$ cat src/cct_consts.svh
// Register indexes, field positions, reset values and counts of the timer.
// Assumes an 8-bit register port with a 4-bit register index.
`ifndef CCT_CONSTS_SVH
`define CCT_CONSTS_SVH

// Register indexes on the register port
`define CCT_IDX_CTRL_TWO   4'h1
`define CCT_IDX_CTRL_ONE   4'h2
`define CCT_IDX_STATUS     4'h3
`define CCT_IDX_CAP_A_HI   4'h4
`define CCT_IDX_CAP_A_LO   4'h5
`define CCT_IDX_CMP_A_HI   4'h6
`define CCT_IDX_CMP_A_LO   4'h7
`define CCT_IDX_CNT_HI     4'h8
`define CCT_IDX_CNT_LO     4'h9
`define CCT_IDX_ALT_HI     4'hA
`define CCT_IDX_ALT_LO     4'hB
`define CCT_IDX_CAP_B_HI   4'hC
`define CCT_IDX_CAP_B_LO   4'hD
`define CCT_IDX_CMP_B_HI   4'hE
`define CCT_IDX_CMP_B_LO   4'hF

// Control register one fields
`define CCT_C1_CAP_IRQ_EN  7
`define CCT_C1_CMP_IRQ_EN  6
`define CCT_C1_OVF_IRQ_EN  5
`define CCT_C1_FORCE_B     4
`define CCT_C1_FORCE_A     3
`define CCT_C1_LEVEL_B     2
`define CCT_C1_CAP_EDGE_A  1
`define CCT_C1_LEVEL_A     0

// Control register two fields
`define CCT_C2_PIN_EN_A    7
`define CCT_C2_PIN_EN_B    6
`define CCT_C2_SINGLE      5
`define CCT_C2_PWIDTH      4
`define CCT_C2_CLK_HI      3
`define CCT_C2_CLK_LO      2
`define CCT_C2_CAP_EDGE_B  1
`define CCT_C2_EXT_EDGE    0

// Flag vector positions, status bit = position + 3
`define CCT_F_CAP_A        4
`define CCT_F_CMP_A        3
`define CCT_F_OVF          2
`define CCT_F_CAP_B        1
`define CCT_F_CMP_B        0

// Reset values, the single-shot capture value and the count top
`define CCT_RST_CTRL       8'h00
`define CCT_RST_COUNT      16'hFFFC
`define CCT_RST_COMPARE    16'h8000
`define CCT_SINGLE_CAPTURE 16'hFFFD
`define CCT_COUNT_TOP      16'hFFFF

`endif

$ cat src/cct_pkg.sv
// Types shared by the capture/compare timer.
// Assumes the constants header is compiled alongside.
package cct_pkg;
    typedef enum logic [1:0] {
        CCT_DIV4,
        CCT_DIV2,
        CCT_DIV8,
        CCT_EXT
    } cct_clock_e;
    typedef logic [4:0] cct_flags_t;
endpackage

$ cat src/cct_timer.sv
// Capture/compare timer: control, flags, interrupt and low-power behaviour.
// Assumes a synchronous register port and pins sampled on clock.
`timescale 1ns/100ps
`include "cct_consts.svh"

module cct_timer #(
    parameter bit HAS_EXT_CLOCK = 1'b1
) (
    input  wire logic       clock,
    input  wire logic       srst,
    input  wire logic [3:0] regAddr,
    input  wire logic [7:0] regWrData,
    input  wire logic       regWrite,
    input  wire logic       regRead,
    output logic      [7:0] regRdData,
    input  wire logic       haltMode,
    input  wire logic       wakeByIrq,
    input  wire logic       cpuIrqMask,
    input  wire logic       capturePinA,
    input  wire logic       capturePinB,
    input  wire logic       extClockPin,
    output logic            comparePinA,
    output logic            comparePinAEn,
    output logic            comparePinB,
    output logic            comparePinBEn,
    output logic            timerIrq,
    output logic            waitWakeReq
);

    function automatic logic edgeHit(input logic rising, input logic cur,
                                     input logic prev);
        edgeHit = rising ? (cur & ~prev) : (~cur & prev);
    endfunction

    logic [7:0]        ctrlOne_q;
    logic [7:0]        ctrlTwo_q;
    logic [15:0]       count_q;
    logic [15:0]       capA_q;
    logic [15:0]       capB_q;
    logic [15:0]       cmpA_q;
    logic [15:0]       cmpB_q;
    logic              cmpAHold_q;
    logic              cmpBHold_q;
    cct_pkg::cct_flags_t flags_q;
    cct_pkg::cct_flags_t seen_q;
    logic [1:0]        armed_q;
    logic [2:0]        div_q;
    logic              tick_q;
    logic              pinA_q;
    logic              pinB_q;
    logic [7:0]        rdData_q;
    logic [2:0]        syncOne_q;
    logic [2:0]        syncTwo_q;
    logic [2:0]        syncOld_q;

    // Pin synchronisers, a third stage for edge detection
    wire [2:0] pinsIn = {extClockPin, capturePinB, capturePinA};
    genvar gi;
    generate
        for (gi = 0; gi < 3; gi = gi + 1) begin : gSync
            always_ff @(posedge clock) begin
                syncOne_q[gi] <= pinsIn[gi];
                syncTwo_q[gi] <= syncOne_q[gi];
                syncOld_q[gi] <= syncTwo_q[gi];
            end
        end
    endgenerate

    // Control fields
    wire capIrqEn  = ctrlOne_q[`CCT_C1_CAP_IRQ_EN];
    wire cmpIrqEn  = ctrlOne_q[`CCT_C1_CMP_IRQ_EN];
    wire ovfIrqEn  = ctrlOne_q[`CCT_C1_OVF_IRQ_EN];
    wire forceB    = ctrlOne_q[`CCT_C1_FORCE_B];
    wire forceA    = ctrlOne_q[`CCT_C1_FORCE_A];
    wire levelB    = ctrlOne_q[`CCT_C1_LEVEL_B];
    wire capEdgeA  = ctrlOne_q[`CCT_C1_CAP_EDGE_A];
    wire levelA    = ctrlOne_q[`CCT_C1_LEVEL_A];
    wire pinEnA    = ctrlTwo_q[`CCT_C2_PIN_EN_A];
    wire pinEnB    = ctrlTwo_q[`CCT_C2_PIN_EN_B];
    wire pwidth    = ctrlTwo_q[`CCT_C2_PWIDTH];
    wire single    = ctrlTwo_q[`CCT_C2_SINGLE] & ~pwidth;
    wire capEdgeB  = ctrlTwo_q[`CCT_C2_CAP_EDGE_B];
    wire extEdge   = ctrlTwo_q[`CCT_C2_EXT_EDGE];
    wire plainMode = ~single & ~pwidth;
    cct_pkg::cct_clock_e clkSel;
    assign clkSel = cct_pkg::cct_clock_e'(
        ctrlTwo_q[`CCT_C2_CLK_HI:`CCT_C2_CLK_LO]);

    // Register access decode
    wire wrCtrlOne = regWrite & (regAddr == `CCT_IDX_CTRL_ONE);
    wire wrCtrlTwo = regWrite & (regAddr == `CCT_IDX_CTRL_TWO);
    wire rdStatus  = regRead  & (regAddr == `CCT_IDX_STATUS);
    wire access    = regWrite | regRead;
    wire accCapALo = access & (regAddr == `CCT_IDX_CAP_A_LO);
    wire accCapBLo = access & (regAddr == `CCT_IDX_CAP_B_LO);
    wire accCmpALo = access & (regAddr == `CCT_IDX_CMP_A_LO);
    wire accCmpBLo = access & (regAddr == `CCT_IDX_CMP_B_LO);
    wire accCntLo  = access & (regAddr == `CCT_IDX_CNT_LO);
    wire wrCmpAHi  = regWrite & (regAddr == `CCT_IDX_CMP_A_HI);
    wire wrCmpALo  = regWrite & (regAddr == `CCT_IDX_CMP_A_LO);
    wire wrCmpBHi  = regWrite & (regAddr == `CCT_IDX_CMP_B_HI);
    wire wrCmpBLo  = regWrite & (regAddr == `CCT_IDX_CMP_B_LO);
    wire wrCntLo   = regWrite & ((regAddr == `CCT_IDX_CNT_LO) |
                                 (regAddr == `CCT_IDX_ALT_LO));

    // Edge events on synchronised pins
    wire extHit  = edgeHit(extEdge, syncTwo_q[2], syncOld_q[2]);
    wire edgeA   = edgeHit(capEdgeA, syncTwo_q[0], syncOld_q[0]);
    wire edgeB   = edgeHit(capEdgeB, syncTwo_q[1], syncOld_q[1]);

    // Counter clock selection; nothing counts in halt
    logic tickSel;
    always_comb begin
        case (clkSel)
            cct_pkg::CCT_DIV4: tickSel = (div_q[1:0] == 2'b11);
            cct_pkg::CCT_DIV2: tickSel = div_q[0];
            cct_pkg::CCT_DIV8: tickSel = (div_q == 3'b111);
            cct_pkg::CCT_EXT:  tickSel = HAS_EXT_CLOCK & extHit;
            default:           tickSel = 1'b0;
        endcase
    end
    wire tick = tickSel & ~haltMode;

    // Compare matches, sampled the cycle after the count moved
    wire matchA = tick_q & ~cmpAHold_q & (count_q == cmpA_q) & ~haltMode;
    wire matchB = tick_q & ~cmpBHold_q & (count_q == cmpB_q) & ~haltMode;

    // Mode events
    wire run       = ~haltMode;
    wire capNormA  = run & plainMode & edgeA;
    wire capNormB  = run & edgeB;
    wire singleHit = run & single & edgeA;
    wire periodEnd = pwidth & matchB;
    wire overflow  = tick & (count_q == `CCT_COUNT_TOP);
    wire wakeA     = wakeByIrq & armed_q[0];
    wire wakeB     = wakeByIrq & armed_q[1];
    wire cntReload = wrCntLo | singleHit | periodEnd;

    // Hardware flag sets
    cct_pkg::cct_flags_t flagSet;
    assign flagSet[`CCT_F_CAP_A] = capNormA | singleHit | wakeA
                                 | periodEnd;
    assign flagSet[`CCT_F_CMP_A] = matchA & plainMode;
    assign flagSet[`CCT_F_OVF]   = overflow;
    assign flagSet[`CCT_F_CAP_B] = capNormB | wakeB;
    assign flagSet[`CCT_F_CMP_B] = matchB & ~pwidth;

    // Low byte accesses that complete a clear
    cct_pkg::cct_flags_t flagAcc;
    assign flagAcc[`CCT_F_CAP_A] = accCapALo;
    assign flagAcc[`CCT_F_CMP_A] = accCmpALo;
    assign flagAcc[`CCT_F_OVF]   = accCntLo;
    assign flagAcc[`CCT_F_CAP_B] = accCapBLo;
    assign flagAcc[`CCT_F_CMP_B] = accCmpBLo;
    wire [4:0] flagClr = seen_q & flagAcc;

    // Control registers
    always_ff @(posedge clock) begin
        if (srst) begin
            ctrlOne_q <= `CCT_RST_CTRL;
            ctrlTwo_q <= `CCT_RST_CTRL;
        end else begin
            if (wrCtrlOne) begin
                ctrlOne_q <= regWrData;
            end
            if (wrCtrlTwo) begin
                ctrlTwo_q <= regWrData;
            end
        end
    end

    // Prescaler and counter
    always_ff @(posedge clock) begin
        if (srst) begin
            div_q   <= 3'h0;
            tick_q  <= 1'b0;
            count_q <= `CCT_RST_COUNT;
        end else begin
            tick_q <= tick;
            if (run) begin
                div_q <= div_q + 3'h1;
            end
            if (cntReload) begin
                count_q <= `CCT_RST_COUNT;
            end else if (tick) begin
                count_q <= count_q + 16'h0001;
            end
        end
    end

    // Compare values; high write holds compare until low write
    always_ff @(posedge clock) begin
        if (srst) begin
            cmpA_q     <= `CCT_RST_COMPARE;
            cmpB_q     <= `CCT_RST_COMPARE;
            cmpAHold_q <= 1'b0;
            cmpBHold_q <= 1'b0;
        end else begin
            if (wrCmpAHi) begin
                cmpA_q[15:8] <= regWrData;
                cmpAHold_q   <= 1'b1;
            end
            if (wrCmpALo) begin
                cmpA_q[7:0] <= regWrData;
                cmpAHold_q  <= 1'b0;
            end
            if (wrCmpBHi) begin
                cmpB_q[15:8] <= regWrData;
                cmpBHold_q   <= 1'b1;
            end
            if (wrCmpBLo) begin
                cmpB_q[7:0] <= regWrData;
                cmpBHold_q  <= 1'b0;
            end
        end
    end

    // Capture registers and halt arming
    always_ff @(posedge clock) begin
        if (srst) begin
            capA_q  <= 16'h0000;
            capB_q  <= 16'h0000;
            armed_q <= 2'b00;
        end else begin
            if (singleHit) begin
                capA_q <= `CCT_SINGLE_CAPTURE;
            end else if (capNormA | wakeA) begin
                capA_q <= count_q;
            end
            if (capNormB | wakeB) begin
                capB_q <= count_q;
            end
            if (wakeByIrq) begin
                armed_q <= 2'b00;
            end else if (haltMode) begin
                armed_q[0] <= armed_q[0] | (edgeA & plainMode);
                armed_q[1] <= armed_q[1] | edgeB;
            end
        end
    end

    // Status flags: a set in the clearing cycle wins
    always_ff @(posedge clock) begin
        if (srst) begin
            flags_q <= 5'b00000;
            seen_q  <= 5'b00000;
        end else begin
            flags_q <= (flags_q & ~flagClr) | flagSet;
            if (rdStatus) begin
                seen_q <= flags_q;
            end else begin
                seen_q <= seen_q & ~flagAcc;
            end
        end
    end

    // Output levels on the compare pins
    always_ff @(posedge clock) begin
        if (srst) begin
            pinA_q <= 1'b0;
            pinB_q <= 1'b0;
        end else begin
            if (pwidth) begin
                if (periodEnd) begin
                    pinA_q <= levelB;
                end else if (matchA) begin
                    pinA_q <= levelA;
                end
            end else if (single) begin
                if (singleHit) begin
                    pinA_q <= levelB;
                end else if (matchA) begin
                    pinA_q <= levelA;
                end
            end else if (forceA) begin
                pinA_q <= levelA;
            end else if (matchA) begin
                pinA_q <= levelA;
            end
            if (plainMode & (forceB | matchB)) begin
                pinB_q <= levelB;
            end
        end
    end

    assign comparePinA   = pinA_q;
    assign comparePinB   = pinB_q;
    assign comparePinAEn = pinEnA;
    assign comparePinBEn = pinEnB;

    // Shared interrupt request
    wire anyEnabled = (capIrqEn & (flags_q[`CCT_F_CAP_A] |
                                   flags_q[`CCT_F_CAP_B]))
                    | (cmpIrqEn & (flags_q[`CCT_F_CMP_A] |
                                   flags_q[`CCT_F_CMP_B]))
                    | (ovfIrqEn & flags_q[`CCT_F_OVF]);
    assign timerIrq    = anyEnabled & ~cpuIrqMask;
    assign waitWakeReq = timerIrq & ~haltMode;

    // Read data, one cycle after the strobe
    logic [7:0] rdNext;
    always_comb begin
        case (regAddr)
            `CCT_IDX_CTRL_ONE: rdNext = ctrlOne_q;
            `CCT_IDX_CTRL_TWO: rdNext = ctrlTwo_q;
            `CCT_IDX_STATUS:   rdNext = {flags_q, 3'b000};
            `CCT_IDX_CAP_A_HI: rdNext = capA_q[15:8];
            `CCT_IDX_CAP_A_LO: rdNext = capA_q[7:0];
            `CCT_IDX_CMP_A_HI: rdNext = cmpA_q[15:8];
            `CCT_IDX_CMP_A_LO: rdNext = cmpA_q[7:0];
            `CCT_IDX_CNT_HI:   rdNext = count_q[15:8];
            `CCT_IDX_CNT_LO:   rdNext = count_q[7:0];
            `CCT_IDX_ALT_HI:   rdNext = count_q[15:8];
            `CCT_IDX_ALT_LO:   rdNext = count_q[7:0];
            `CCT_IDX_CAP_B_HI: rdNext = capB_q[15:8];
            `CCT_IDX_CAP_B_LO: rdNext = capB_q[7:0];
            `CCT_IDX_CMP_B_HI: rdNext = cmpB_q[15:8];
            `CCT_IDX_CMP_B_LO: rdNext = cmpB_q[7:0];
            default:           rdNext = 8'h00;
        endcase
    end

    always_ff @(posedge clock) begin
        if (srst) begin
            rdData_q <= 8'h00;
        end else begin
            rdData_q <= regRead ? rdNext : 8'h00;
        end
    end

    assign regRdData = rdData_q;

endmodule

$ cat config.mk
export PLATFORM = sky130hd
export DESIGN_NAME = cct_timer
export DESIGN_NICKNAME = d
export VERILOG_FILES = /design/src/cct_pkg.sv /design/src/cct_timer.sv
export VERILOG_INCLUDE_DIRS = /design/src /design/src/src
export SDC_FILE = /design/constraint.sdc
export NUM_CORES = 1
export LEC_CHECK = 0
export BUFFER_PORTS_ARGS = -buffer_cell sky130_fd_sc_hd__buf_2
export CAP_MARGIN = 20
export CORE_UTILIZATION = 49
export DETAILED_ROUTE_END_ITERATION = 8
export HOLD_SLACK_MARGIN = 0.12
export PLACE_DENSITY_LB_ADDON = 0.15
export SYNTH_ARGS = -nofsm -noshare
export SYNTH_HDL_FRONTEND = slang
export SYNTH_SLANG_ARGS = --single-unit
$ cat constraint.sdc
create_clock -name clock -period 3.1 [get_ports clock]
set_input_delay 0.62 -clock clock [delete_from_list [all_inputs] [get_ports clock]]
set_output_delay 0.62 -clock clock [all_outputs]
set_load 0.05 [all_outputs]
# --- After elaboration in Yosys (flattened, before gate mapping) ---
# Cells that the tools add are included.
op_classes:
  n_reduce_logical: 10
  eq_ne: 23
  add_sub_neg: 2
  mux: 14
  n_bitwise: 81
op_table:
  columns: ["operator", "count"]
  rows:
  - ["8-bit one-hot mux with 13 select lines", 1]
  - ["1-bit AND", 46]
  - ["16-bit == test", 2]
  - ["4-bit == test (second input constant)", 8]
  - ["16-bit two-way mux", 2]
  - ["16-bit by 1-bit adder with 16-bit output (second input constant)", 1]
  - ["16-bit == test (second input constant)", 1]
  - ["4-bit by 3-bit == test with 1-bit output (second input constant)", 4]
  - ["1-bit bitwise OR", 16]
  - ["2-bit OR reduction", 8]
  - ["5-bit AND", 3]
  - ["1-bit inverter", 13]
  - ["5-bit inverter", 2]
  - ["1-bit two-way mux", 9]
  - ["4-bit by 2-bit == test with 1-bit output (second input constant)", 2]
  - ["2-bit == test (second input constant)", 3]
  - ["5-bit two-way mux", 1]
  - ["5-bit bitwise OR", 1]
  - ["4-bit by 1-bit == test with 1-bit output (second input constant)", 1]
  - ["1-bit one-hot mux with 4 select lines", 1]
  - ["3-bit by 1-bit adder with 3-bit output (second input constant)", 1]
  - ["3-bit == test (second input constant)", 1]
  - ["2-bit by 1-bit == test with 1-bit output (second input constant)", 1]
  - ["2-bit zero test", 1]
  - ["2-bit nonzero test", 1]
totals:
  out_inout_bits: 14
  wordCells: 159
  register_bits: 133

# --- Depth between registers and ports, before layout ---
# Gate-level depths: netlist (run 1).
depth:
  word_depth: 10
  depth_mapped: 8

# --- Least setup slack after synthesis (run 1) ---
# OpenSTA, ideal clock, no wires.
synth_timing:
  path_type: "input-to-output"
  startpoint: "input port cpuIrqMask"
  endpoint: "output port waitWakeReq"
  t_required_ps: 2480
  setup_slack_ps: 206
  cell_stages: 2
  path_buffers: 0
  t_arrival_ps: 2274
  cell_sequence: "a31oi_1 > nor2b_1"
synth_via:
  elab_chain_len: 3
synth_rtl:
  columns: ["element", "line", "rtl"]
  rows:
  - ["from (decl)", "cct_timer.sv:18", "input wire logic cpuIrqMask,"]
  - ["1-bit inverter", "cct_timer.sv:297", "assign timerIrq = anyEnabled & ~cpuIrqMask;"]
  - ["1-bit AND", "cct_timer.sv:297", null]
  - ["1-bit AND", "cct_timer.sv:298", "assign waitWakeReq = timerIrq & ~haltMode;"]
  - ["to (decl)", "cct_timer.sv:27", "output logic waitWakeReq"]
# Every way passes these cells.

# --- Worst setup path after layout (run 1) ---
layout_timing:
  startpoint: "register ctrlOne_q[7]"
  endpoint: "output port waitWakeReq"
layout_via:
  elab_chain_len: 5
layout_rtl:
  columns: ["element", "line", "rtl"]
  rows:
  - ["from (decl)", "cct_timer.sv:35", "logic [7:0] ctrlOne_q;"]
  - ["from (signal assigned)", "cct_timer.sv:160", "ctrlOne_q <= `CCT_RST_CTRL;"]
  - ["from (signal assigned)", "cct_timer.sv:164", "ctrlOne_q <= regWrData;"]
  - ["1-bit AND", "cct_timer.sv:292", "wire anyEnabled = (capIrqEn & (flags_q[`CCT_F_CAP_A] |"]
  - ["1-bit bitwise OR (2 in series)", "cct_timer.sv:292", null]
  - ["1-bit AND", "cct_timer.sv:297", null]
  - ["1-bit AND", "cct_timer.sv:298", null]
# Every way passes these cells.

==> results of run 1 <==
per-layer routing:
layer	up-vias	share of wire
met4	0	0.036
li1	2602	-
met3	66	0.077
met5	-	0
met1	2805	0.44
met2	269	0.44
where the power goes:
| group | switching [mW] | internal [mW] | leakage (nW) |
|---|---|---|---|
| Clock | 0.807 | 1.27 | 0.294 |
| Sequential | 0.0360 | 1.76 | 1.08 |
| Combinational | 0.202 | 0.104 | 1.45 |
| Total | 1.04 | 3.13 | 2.82 |
worst paths after layout:
kind / start / to / slack (ns) / cells past startpoint
min: extClockPin / syncOne_q[2]$_DFF_P_ / 0.29 / 1
max: ctrlOne_q[7]$_SDFFE_PP0P_ / waitWakeReq / 0.65 / 4
min reg2reg: syncOne_q[0]$_DFF_P_ / syncTwo_q[0]$_DFF_P_ / 0.33 / 0
max reg2reg: count_q[3]$_SDFFE_PP1P_ / comparePinA$_SDFF_PP0_ / 0.71 / 6
layout make-up:
type	instances	area, um2
fillers	1178	5430
multi-input cells	524	3400
flip-flops and latches	133	2660
clock buffers	17	425
repair buffers	55	325
well taps	172	215
clock inverters	15	178
inverters	8	30.0
stage by stage:
step,utilization,power [mW],hold slack (ns),setup slack (ns)
floorplan,-,2.03,0.310,0.206
global placement,0.524,2.13,0.311,0.612
detailed placement,0.524,2.13,0.315,0.635
CTS,0.571,4.18,0.282,0.676
global route,0.571,4.28,0.286,0.607
finish,0.571,4.18,0.290,0.648
flip-flops by register name, indices dropped and copies added (netlist names), 8 cells and up:
signal     flops
cmpB_q        16
capA_q        16
ctrlTwo_q      8
count_q       16
ctrlOne_q      8
cmpA_q        16
regRdData      8
capB_q        16
Yosys cell counts, types with 2 or more instances:
library cell / instances / share of area
sky130_fd_sc_hd__ha_1: 3 / 0.0059
sky130_fd_sc_hd__buf_2: 23 / 0.018
sky130_fd_sc_hd__a21oi_1: 40 / 0.031
sky130_fd_sc_hd__a2111oi_0: 2 / 0.0027
sky130_fd_sc_hd__buf_4: 2 / 0.0024
sky130_fd_sc_hd__and3_1: 5 / 0.0049
sky130_fd_sc_hd__clkbuf_1: 26 / 0.015
sky130_fd_sc_hd__xor2_1: 23 / 0.032
sky130_fd_sc_hd__nor4_1: 7 / 0.0069
sky130_fd_sc_hd__nor2_1: 73 / 0.043
sky130_fd_sc_hd__a32o_1: 2 / 0.0031
sky130_fd_sc_hd__a32oi_1: 2 / 0.0027
sky130_fd_sc_hd__inv_1: 7 / 0.0041
sky130_fd_sc_hd__a21oi_2: 2 / 0.0027
sky130_fd_sc_hd__dfxtp_1: 133 / 0.42
sky130_fd_sc_hd__and2_1: 4 / 0.0039
sky130_fd_sc_hd__o22ai_1: 3 / 0.0029
sky130_fd_sc_hd__o31ai_1: 2 / 0.0024
sky130_fd_sc_hd__o21a_1: 3 / 0.0035
sky130_fd_sc_hd__a22oi_1: 18 / 0.021
sky130_fd_sc_hd__nor3_1: 12 / 0.0094
sky130_fd_sc_hd__nand3_1: 33 / 0.026
sky130_fd_sc_hd__nand4_1: 10 / 0.0098
sky130_fd_sc_hd__nand3b_1: 4 / 0.0047
sky130_fd_sc_hd__buf_6: 4 / 0.0071
sky130_fd_sc_hd__mux2_2: 6 / 0.011
sky130_fd_sc_hd__xnor2_1: 23 / 0.032
sky130_fd_sc_hd__mux2i_1: 52 / 0.082
sky130_fd_sc_hd__o21ai_0: 15 / 0.012
sky130_fd_sc_hd__a31oi_1: 11 / 0.011
sky130_fd_sc_hd__o211a_1: 2 / 0.0031
sky130_fd_sc_hd__nand2b_1: 6 / 0.0059
sky130_fd_sc_hd__buf_1: 2 / 0.0012
sky130_fd_sc_hd__a22o_1: 5 / 0.0069
sky130_fd_sc_hd__mux4_2: 2 / 0.0071
sky130_fd_sc_hd__a221oi_1: 4 / 0.0055
sky130_fd_sc_hd__a211oi_1: 2 / 0.0024
sky130_fd_sc_hd__o221a_2: 15 / 0.027
sky130_fd_sc_hd__nand2_1: 90 / 0.053
sky130_fd_sc_hd__nor2b_1: 10 / 0.0098
sky130_fd_sc_hd__o22a_1: 3 / 0.0041
cell families after synthesis:
logic type | synth area share
buf+inv | 0.0487
simple gates | 0.198
compound gates | 0.167
mux | 0.0993
fa+ha+maj | 0.00589
xor+xnor | 0.0632
flops | 0.418
critical path: stages (launching register included):
cell and delay [ns]:
sky130_fd_sc_hd__dfxtp_1 0.42, sky130_fd_sc_hd__o21ai_0 0.12, sky130_fd_sc_hd__a31oi_1 0.37, sky130_fd_sc_hd__nor2b_1 0.21
sky130_fd_sc_hd__buf_2 0.28
==> results, run 1 <==
- Buffers placed on the I/O ports in this run total 35.
- For met2 alone, demand over resource in global routing was 0.507.
- Counting every instance in the synthesized netlist gives 722.
- The cell leakage power is 2.82 nW.
- The worst hold path class is input port to flip-flop.
- The sort of element at the start of the critical path is a flip-flop.
- At the pin with the least slew margin, the transition time is 0.750 ns.
- After detailed routing, the total wire length is 21100 um.
- The count of final max-slew check failures is 0.
- The upper clock frequency limit is 408 MHz.
- The CTS tree is built.
- The clock tree buffer depth is 2.
- The global-route met1 utilization is 0.460.
- The number of enable flip-flop cells after synthesis is 0.
- The number of antenna violations at the first check in global routing is 0.
- The hold buffer count at CTS is 0.
- In this run the power density over the cells is 577 nW/um2.
- The TritonCTS buffer count is 17.
- The number of distinct library cell variants in the gate-level netlist after synthesis is 72.
- After detailed routing, the average wire length per cell comes to 22.9 um.
- The die height is 116 um.
- The worst setup path is captured at an output pin.
- The number of synthesis warnings is 0.
- The synthesized cell area is 6370 um2.
- The share of the Yosys chip area taken by registers is 0.418.
- The clock latency on the worst-skew pair is 0.43 ns.
- After clock tree synthesis, the clock-pin slew on the worst setup and hold paths is 0.06 ns.
- The commonest non-fill, non-tap cell in the layout is sky130_fd_sc_hd__dfxtp_1.
- In the routed layout, each cell is associated on average with a via count of 6.21.
- The minimum period implied by the final worst setup slack is 2.45 ns.
- The core outline area is 12700 um2.
- The number of global-route vias before repair was 5388.
- The number of H-tree levels is 4.
- In the layout the commonest cells are sky130_fd_sc_hd__dfxtp_1 (133), sky130_fd_sc_hd__nand2_1 (90), sky130_fd_sc_hd__nor2_1 (73).
- The fraction of final layout cells with drive strength greater than 1 is 0.162.
- The arrival time of the worst setup path is 1.83 ns.
- Setup repair after global routing left no endpoint under its margin.
- The repair_antennas step left the layout with diodes totalling 0.
- The number of placed I/O pins is 36.
- STA puts the critical path data required time at 2.48 ns.
- Counting flops and latches in the post-synthesis netlist gives 133.
- The wire-length estimate of the detail-placed layout is 15200 um.
- The total negative slack for setup checks is 0 ns.
- Clock skew on the completed layout was measured at 0.0100 ns.
- Setup violations remaining at the end of the flow were counted as 0.
- The layer carrying the most global-route usage is met2.
- The finished cells cover 7240 um2.
- The synthesized area per cell is 8.83 um2.
- The final number of hold-violating endpoints is 0.
- The met3 track demand over resource is 0.0696.
- Counting flops with an async set or reset pin after synthesis yields a share of 0.
- The global placer's final weighted congestion is 0.974.
- The share of the clock period used by the worst path after layout is 0.791.
- The total instance count after detailed placement is 892.
- The global-route wire length before repair is 32600 um.
- For this run, design rule violations remaining after detail routing come to 0.
- In the final design database the tool counted 764 nets.
- The leading register cell type out of synthesis is sky130_fd_sc_hd__dfxtp_1.
- The highest ir drop seen on vdd is 0.000369 V.
- The overall global routing resource usage is 0.334.
- Before antenna repair, the detailed router went through 5 iterations.
- The initialized floorplan defines 41 standard-cell rows.
- Summing all placed instances gives a cell area of 6630 um2.
- The number of nets still failing antenna checks after routing is 0.
- The first routing iteration left 850 violations.
- The maximum number of pins on one net before global-route repair is 55.
- The maximum fanout count along the critical path is 3.
- The width of the chip is 116 um.
- The post-cts sizing count is 0.
- Max-cap violations in this run came to 0.
- The max-slew headroom at the worst pin is 0.498.
- Buffers added to address setup during post-CTS repair amount to 0.
- The area growth from synthesis to layout is 13.5%.
- The total congestion overflow after global routing is 0.
- CTS placed an instance of sky130_fd_sc_hd__clkbuf_16 at the clock tree root.
- The die covers 13500 um2.
- The vias after detailed routing is 5742.
- The critical path is of the flip-flop to output pin type.
- The initial utilization of the core area, before any placement, comes to 0.503.
- The run finished with clean final reports.
- Excluding fillers, the count of instances in the completed layout stands at 924.
- The synthesized net count is 747.
- The clock drives 133 sinks.
(Power assumes the default switching activity.)
==> run 2: changes to the inputs <==
==> constraint.sdc (replaced) <==
create_clock -name clock -period 1.98 [get_ports clock]
set_input_delay 0.396 -clock clock [delete_from_list [all_inputs] [get_ports clock]]
set_output_delay 0.396 -clock clock [all_outputs]
set_load 0.05 [all_outputs]
==> results, run 2 (same netlist as run 1, synthesis figures left out) <==
- The quantity of I/O buffers inserted on ports is 35 (unchanged).
- The number of nets still failing antenna checks after routing is 0 (unchanged).
- Static timing analysis puts the maximum clock frequency at 496 MHz.
- The die height is 116 um (unchanged).
- The final number of hold-violating endpoints came to 0 (unchanged).
- The core outline area came to 12700 um2 (unchanged).
- The global placer's final weighted congestion is 0.992 (+1.8%).
- The transition time of the tightest slew-check pin is 0.523 ns (-0.227 ns).
- The final setup violation count came to 2 (+2).
- The final net count is 834 (+9.2%).
- The number of antenna violations at the first check in global routing was 0 (unchanged).
- The layout filler cell count was 1079 (-8.4%).
- The checks that failed: setup timing.
- Setup repair after global routing could not meet its margin everywhere.
- The endpoint identified for the worst register-to-register timing path is count_q[12]$_SDFFE_PP1P_.
- The DRC marker count from the first detailed-route iteration is 786 (-7.5%).
- The post-detailed-route via-to-cell ratio came to 6.10 (-1.8%).
- The instance count on the critical path is 6 (+2).
- The depth of the worst register-to-register path came to 6 (unchanged).
- The total congestion overflow after global routing is 0 (unchanged).
- The global-route wire length before repair was 33600 um (+3.2%).
- The run finished, with violations left.
- Clock tree synthesis selected as its root buffer the cell sky130_fd_sc_hd__clkbuf_16.
- The initial cell density of the core is 0.503 (unchanged).
- The launching point of the worst reg2reg path is count_q[5]$_SDFFE_PP1P_.
- The minimum period implied by the final worst setup slack is 2.02 ns.
- The setup clock skew after layout is 0.00849 ns (-0.00152 ns).
- From synthesis to final layout, the design area changed by 25.8%.
- The site row count came to 41 (unchanged).
- The commonest non-fill, non-tap cell in the layout is sky130_fd_sc_hd__dfxtp_1.
- The max-capacitance violation count came to 0 (unchanged).
- The DRC violations left came to 0 (unchanged).
- The maximum number of pins on one net before global-route repair is 50 (-9.1%).
- The total instance count after detailed placement came to 954 (+7.0%).
- The highest ir drop seen on vdd is 0.000622 V (+68%).
- The detailed-route wire length per cell is 22.4 um (-2.1%).
- The clock transition at the register clock pins on the worst setup and hold paths after CTS is 0.06 ns (about the same).
- The width of the chip was 116 um (unchanged).
- The clock latency on the worst-skew pair was 0.42 ns (about the same).
- The count of final max-slew check failures is 0 (unchanged).
- The critical path startpoint is count_q[5]$_SDFFE_PP1P_.
- The number of cells on the worst hold path is 2 (+1).
- The total clock sinks is 133 (unchanged).
- The worst setup slack after layout is -0.0352 ns (-0.683 ns).
- In the layout the commonest cells are sky130_fd_sc_hd__dfxtp_1 (122), sky130_fd_sc_hd__nand2_1 (90), sky130_fd_sc_hd__buf_4 (78).
- The TritonCTS buffer count is 17 (unchanged).
- The type of the worst setup path is flip-flop to flip-flop.
- The number of standard cells in the layout, taps in and fillers out is 993 (+7.5%).
- The clock tree buffer depth is 2 (unchanged).
- The total area of sequential cells is 2680 um2 (+0.61%).
- The endpoint class of the critical path is a flip-flop.
- The detailed-routing iteration count for the pre-antenna-repair pass was 6 (+1).
- The cell leakage power came to 3.21 nW (+14%).
- The number of H-tree levels is 4 (unchanged).
- The fraction of final layout cells with drive strength greater than 1 is 0.262 (+0.0996).
- The worst slack at placement is -0.106 ns (-0.741 ns).
- The power per cell area is 823 nW/um2 (+43%).
- The number of placed I/O pins is 36 (unchanged).
- For hold timing, the worst endpoint is capA_q[1]$_SDFFE_PP0N_.
- The final HPWL from detailed placement is 16200 um (+6.8%).
- The multi-input logic area is 3530 um2 (+3.8%).
- The reg2reg setup slack came to -0.04 ns (-0.75 ns).
- The die area is 13500 um2 (unchanged).
- The largest incremental delay on the critical path is 0.53 ns (+0.11 ns).
- The number of antenna diodes is 0 (unchanged).
- The worst hold path class is input port to flip-flop.
- The total wirelength of the detailed-routed design is 22200 um (+5.2%).
- The maximum fanout count along the critical path is 6 (+3).
- The CTS tree is built.
- The highest-delay cell along the critical path is sky130_fd_sc_hd__or4_1.
- The cell type group with the largest total delay on the critical path is simple AND/OR/NAND/NOR gates.
- The number of global-route vias before repair is 5690 (+5.6%).
- The sort of element at the start of the critical path is a flip-flop.
- The max-slew headroom at the worst pin is 0.642 (+0.144).
- The share of the clock period used by the worst path after layout is 1.02.
- The vias after detailed routing is 6062 (+5.6%).
- The arrival time of the worst setup path is 2.32 ns (+0.49 ns).
- The overall global routing resource usage is 0.346 (+0.0115).
- Walking the worst path, the cells encountered are and3_1 > and4_1 > nand3_2 > or4_1 > xor2_1 > nand2_1.
- The worst path buffer plus inverter count was 0 (-1).
- The startpoint of the worst hold path is srst.
- The required time of the critical path is 2.29 ns (-0.19 ns).
==> run 2: area by class of cell <==
| class | instances | share of cell area |
|---|---|---|
| clock buffer | 19 | 0.0552 |
| clock inverter | 12 | 0.0193 |
| inverter | 8 | 0.00374 |
| multi-input combinational | 525 | 0.440 |
| sequential | 133 | 0.334 |
| tap | 172 | 0.0268 |
| timing repair buffer | 124 | 0.120 |
==> run 2: worst register-to-register path: stages, from the launching register on <==
cell,delay [ns]
sky130_fd_sc_hd__dfxtp_1,0.45
sky130_fd_sc_hd__and3_1,0.25
sky130_fd_sc_hd__and4_1,0.27
sky130_fd_sc_hd__nand3_2,0.18
sky130_fd_sc_hd__or4_1,0.53
sky130_fd_sc_hd__xor2_1,0.16
sky130_fd_sc_hd__nand2_1,0.07
==> run 2: how the worst max path moves through the flow <==
stage,endpoint,slack [ns]
after floorplan,waitWakeReq,0.09
after CTS,count_q[12]$_SDFFE_PP1P_,0.009
after global routing,count_q[12]$_SDFFE_PP1P_,-0.14
final,count_q[12]$_SDFFE_PP1P_,-0.04
after global placement,comparePinA$_SDFF_PP0_,-0.06
after detailed placement,comparePinA$_SDFF_PP0_,-0.11
==> run 2: repair_timing <==
action,CTS,global route
hold endpoints to repair,3,0
buffers inserted,2,2
hold buffers,3,0
pin swaps,2,10
gates cloned,0,1
setup endpoints to repair,33,37
gates resized for setup,6,29
==> run 2: through the flow <==
step	hold slack (ns)	util	power (mW)	TNS, ns	area (um2)
after floorplan	0.310	-	3.17	0	6390
after global placement	0.313	0.570	3.40	-0.542	7230
after detailed placement	0.319	0.570	3.41	-1.25	7230
after CTS	0.201	0.622	6.58	0	7890
after global routing	0.222	0.633	6.77	-0.388	8020
final	0.212	0.633	6.60	-0.0360	8020
==> run 2: report_power, final <==
group	internal, mW	leakage, nW	switching [mW]
clock	2.01	0.289	1.21
sequential	2.75	1.08	0.0547
combinational	0.230	1.83	0.344
==> run 2: metal layers <==
| metal | wire length (um) | vias to the layer above | part of all wire | GRT usage |
|---|---|---|---|---|
| met1 | 9480 | 2896 | 0.43 | 0.468 |
| li1 | - | 2746 | - | - |
| met2 | 9940 | 358 | 0.45 | 0.529 |
| met3 | 1980 | 62 | 0.089 | 0.0743 |
| met5 | 0 | - | 0 | 0 |
| met4 | 836 | 0 | 0.038 | 0.157 |
==> run 3: changes to the inputs <==
--- a/config.mk
+++ b/config.mk
@@ -12,6 +12,7 @@
 export DETAILED_ROUTE_END_ITERATION = 8
 export HOLD_SLACK_MARGIN = 0.12
 export PLACE_DENSITY_LB_ADDON = 0.15
+export SETUP_SLACK_MARGIN = 0.2
 export SYNTH_ARGS = -nofsm -noshare
 export SYNTH_HDL_FRONTEND = slang
 export SYNTH_SLANG_ARGS = --single-unit
==> results, run 3 (same netlist as run 1, synthesis figures left out) <==
- The number of nets still failing antenna checks after routing is 0 (unchanged).
- The worst setup slack after layout was 0.0125 ns (+0.0477 ns).
- The count of final max-slew check failures is 0 (unchanged).
- The worst setup path is captured at a flip-flop.
- The die height is 116 um (unchanged).
- The library cell used most frequently in the layout, excluding fill and tap cells, is sky130_fd_sc_hd__dfxtp_1.
- The max-slew headroom at the worst pin is 0.614 (-0.0287).
- The TritonCTS buffer count is 17 (unchanged).
- The final HPWL from detailed placement came to 16100 um (-0.72%).
- The post-detailed-placement cell area is 7220 um2 (-0.14%).
- The upper clock frequency limit was 508 MHz (+2.4%).
- The post-detailed-route via-to-cell ratio came to 6.12 (+0.28%).
- The layout filler cell count is 997 (-7.6%).
- The post-route standard cell area excluding fillers came to 8700 um2 (+8.6%).
- The transition time of the tightest slew-check pin is 0.578 ns (+0.0552 ns).
- The total wirelength of the detailed-routed design is 23500 um (+5.8%).
- The number of placed I/O pins is 36 (unchanged).
- The arrival time of the worst setup path was 2.33 ns (about the same).
- The fraction of final layout cells with drive strength greater than 1 came to 0.357 (+0.0955).
- The run finished with clean final reports.
- The max-capacitance violation count is 0 (unchanged).
- TritonCTS built the clock tree.
- The site row count came to 41 (unchanged).
- The DRC violations left came to 0 (unchanged).
- The number of global-route vias before repair is 5807 (+2.1%).
- The maximum number of pins on one net before global-route repair is 35 (-30%).
- The global placer's final weighted congestion is 0.956 (-3.7%).
- The detailed-routing iteration count for the pre-antenna-repair pass is 6 (unchanged).
- The final net count is 857 (+2.8%).
- The global-route wire length before repair is 34200 um (+1.8%).
- The core outline area came to 12700 um2 (unchanged).
- The area growth from synthesis to final layout is 36.6%.
- The die area came to 13500 um2 (unchanged).
- The number of antenna diodes is 0 (unchanged).
- The overall global routing resource usage was 0.353 (+0.00723).
- Setup repair after global routing could not meet its margin everywhere.
- The maximum fanout count along the critical path was 6 (unchanged).
- The clock transition at the register clock pins on the worst setup and hold paths after CTS is 0.06 ns (about the same).
- The setup clock skew after layout is 0.00916 ns (+0.000665 ns).
- The clock tree buffer depth came to 2 (unchanged).
- The worst setup path is launched from a flip-flop.
- The total congestion overflow after global routing is 0 (unchanged).
- The final setup violation count is 0 (-2).
- The vias after detailed routing came to 6226 (+2.7%).
- The quantity of I/O buffers inserted on ports is 35 (unchanged).
- The clock latency on the worst-skew pair is 0.44 ns (+0.02 ns).
- The DRC marker count from the first detailed-route iteration is 738 (-6.1%).
- The total clock sinks is 133 (unchanged).
- In this run the clock root is driven by a sky130_fd_sc_hd__clkbuf_16.
- The final number of hold-violating endpoints is 0 (unchanged).
- The detailed-route wire length per cell is 23.1 um (+3.3%).
- The number of H-tree levels came to 4 (unchanged).
- The minimum period implied by the final worst setup slack is 1.97 ns (-0.0477 ns).
- The top cell types in the final layout, fill and taps aside, are sky130_fd_sc_hd__dfxtp_1 (106), sky130_fd_sc_hd__buf_4 (88), sky130_fd_sc_hd__nand2_1 (80).
- The cell leakage power came to 3.46 nW (+8.0%).
- The number of antenna violations at the first check in global routing is 0 (unchanged).
- The final-layout worst hold slack is 0.278 ns (+0.0664 ns).
- The type of the worst setup path is flip-flop to flip-flop.
- The highest ir drop seen on vdd is 0.000613 V (-1.6%).
- The worst hold path class is input port to flip-flop.
- The width of the chip came to 116 um (unchanged).
- The required time of the critical path is 2.35 ns (+0.06 ns).
- The share of the clock period used by the worst path after layout is 0.994 (-0.0241).
- The worst slack at placement is -0.142 ns (-0.0363 ns).
- The initial cell density of the core is 0.503 (unchanged).
- The power per cell area is 757 nW/um2 (-8.0%).
## run 3: cell types whose count changed in the layout (fill, tap and decap cells not counted), sizes merged
| cell | previous run | this run |
|---|---|---|
| buf | 121 | 142 |
| clkinvlp | 2 | 5 |
| clkinv | 7 | 5 |
| inv | 8 | 10 |
| bufinv | 3 | 2 |
| o211ai | 3 | 4 |
## run 3: path summary, 6_finish.rpt
| kind | from | endpoint | slack, ns | cells after the start |
|---|---|---|---|---|
| max | count_q[1]$_SDFFE_PP0P_ | comparePinA$_SDFF_PP0_ | 0.01 | 6 |
| min | wakeByIrq | armed_q[1]$_SDFFE_PP0P_ | 0.28 | 3 |
| max reg2reg | count_q[1]$_SDFFE_PP0P_ | comparePinA$_SDFF_PP0_ | 0.01 | 6 |
| min reg2reg | syncOne_q[2]$_DFF_P_ | syncTwo_q[2]$_DFF_P_ | 0.33 | 0 |
## run 3: report_power, final
| group | switching [mW] | leakage (nW) | internal (mW) |
|---|---|---|---|
| Clock | 1.27 | 0.269 | 1.86 |
| Combinational | 0.385 | 2.11 | 0.265 |
| Sequential | 0.0590 | 1.09 | 2.75 |
## run 3: through the flow
step           setup TNS, ns   util  cells  power [mW]
2_1_floorplan              0      -    722        3.18
3_3_place_gp          -0.212  0.569    958        3.39
3_5_place_dp          -0.353  0.569    958        3.40
4_1_cts                    0  0.633   1000        6.51
5_1_grt              -0.0777  0.687   1017        6.75
6_report                   0  0.687   1017        6.59
## run 3: cell type report
class	instances	area, um2	area share
multi-input cells	526	4030	0.463
flip-flops and latches	133	2720	0.312
repair buffers	146	1130	0.130
clock buffers	18	429	0.0493
well taps	172	215	0.0247
clock inverters	14	151	0.0174
inverters	8	30.0	0.00345
## run 3: critical path, stage by stage, from the launching register on
cell,delay [ns]
sky130_fd_sc_hd__dfxtp_1,0.50
sky130_fd_sc_hd__xor2_1,0.13
sky130_fd_sc_hd__nor4_2,0.26
sky130_fd_sc_hd__nand4_1,0.17
sky130_fd_sc_hd__or3_4,0.43
sky130_fd_sc_hd__a32o_2,0.25
sky130_fd_sc_hd__o211ai_2,0.15
## run 3: timing repair
action | 4_1_cts | 5_1_grt
hold buffers | 3 | 0
buffers inserted | 6 | 15
resized for setup | 37 | 122
hold endpoints to repair | 3 | 0
pin swaps | 3 | 49
setup endpoints to repair | 36 | 47
cloned | 1 | 2
## run 3: layer usage
| layer | track usage | routed length [um] | vias to the layer above |
|---|---|---|---|
| li1 | - | - | 2797 |
| met1 | 0.469 | 9540 | 3011 |
| met2 | 0.560 | 11000 | 348 |
| met3 | 0.0722 | 2100 | 70 |
| met4 | 0.146 | 908 | 0 |
| met5 | 0 | 0 | - |
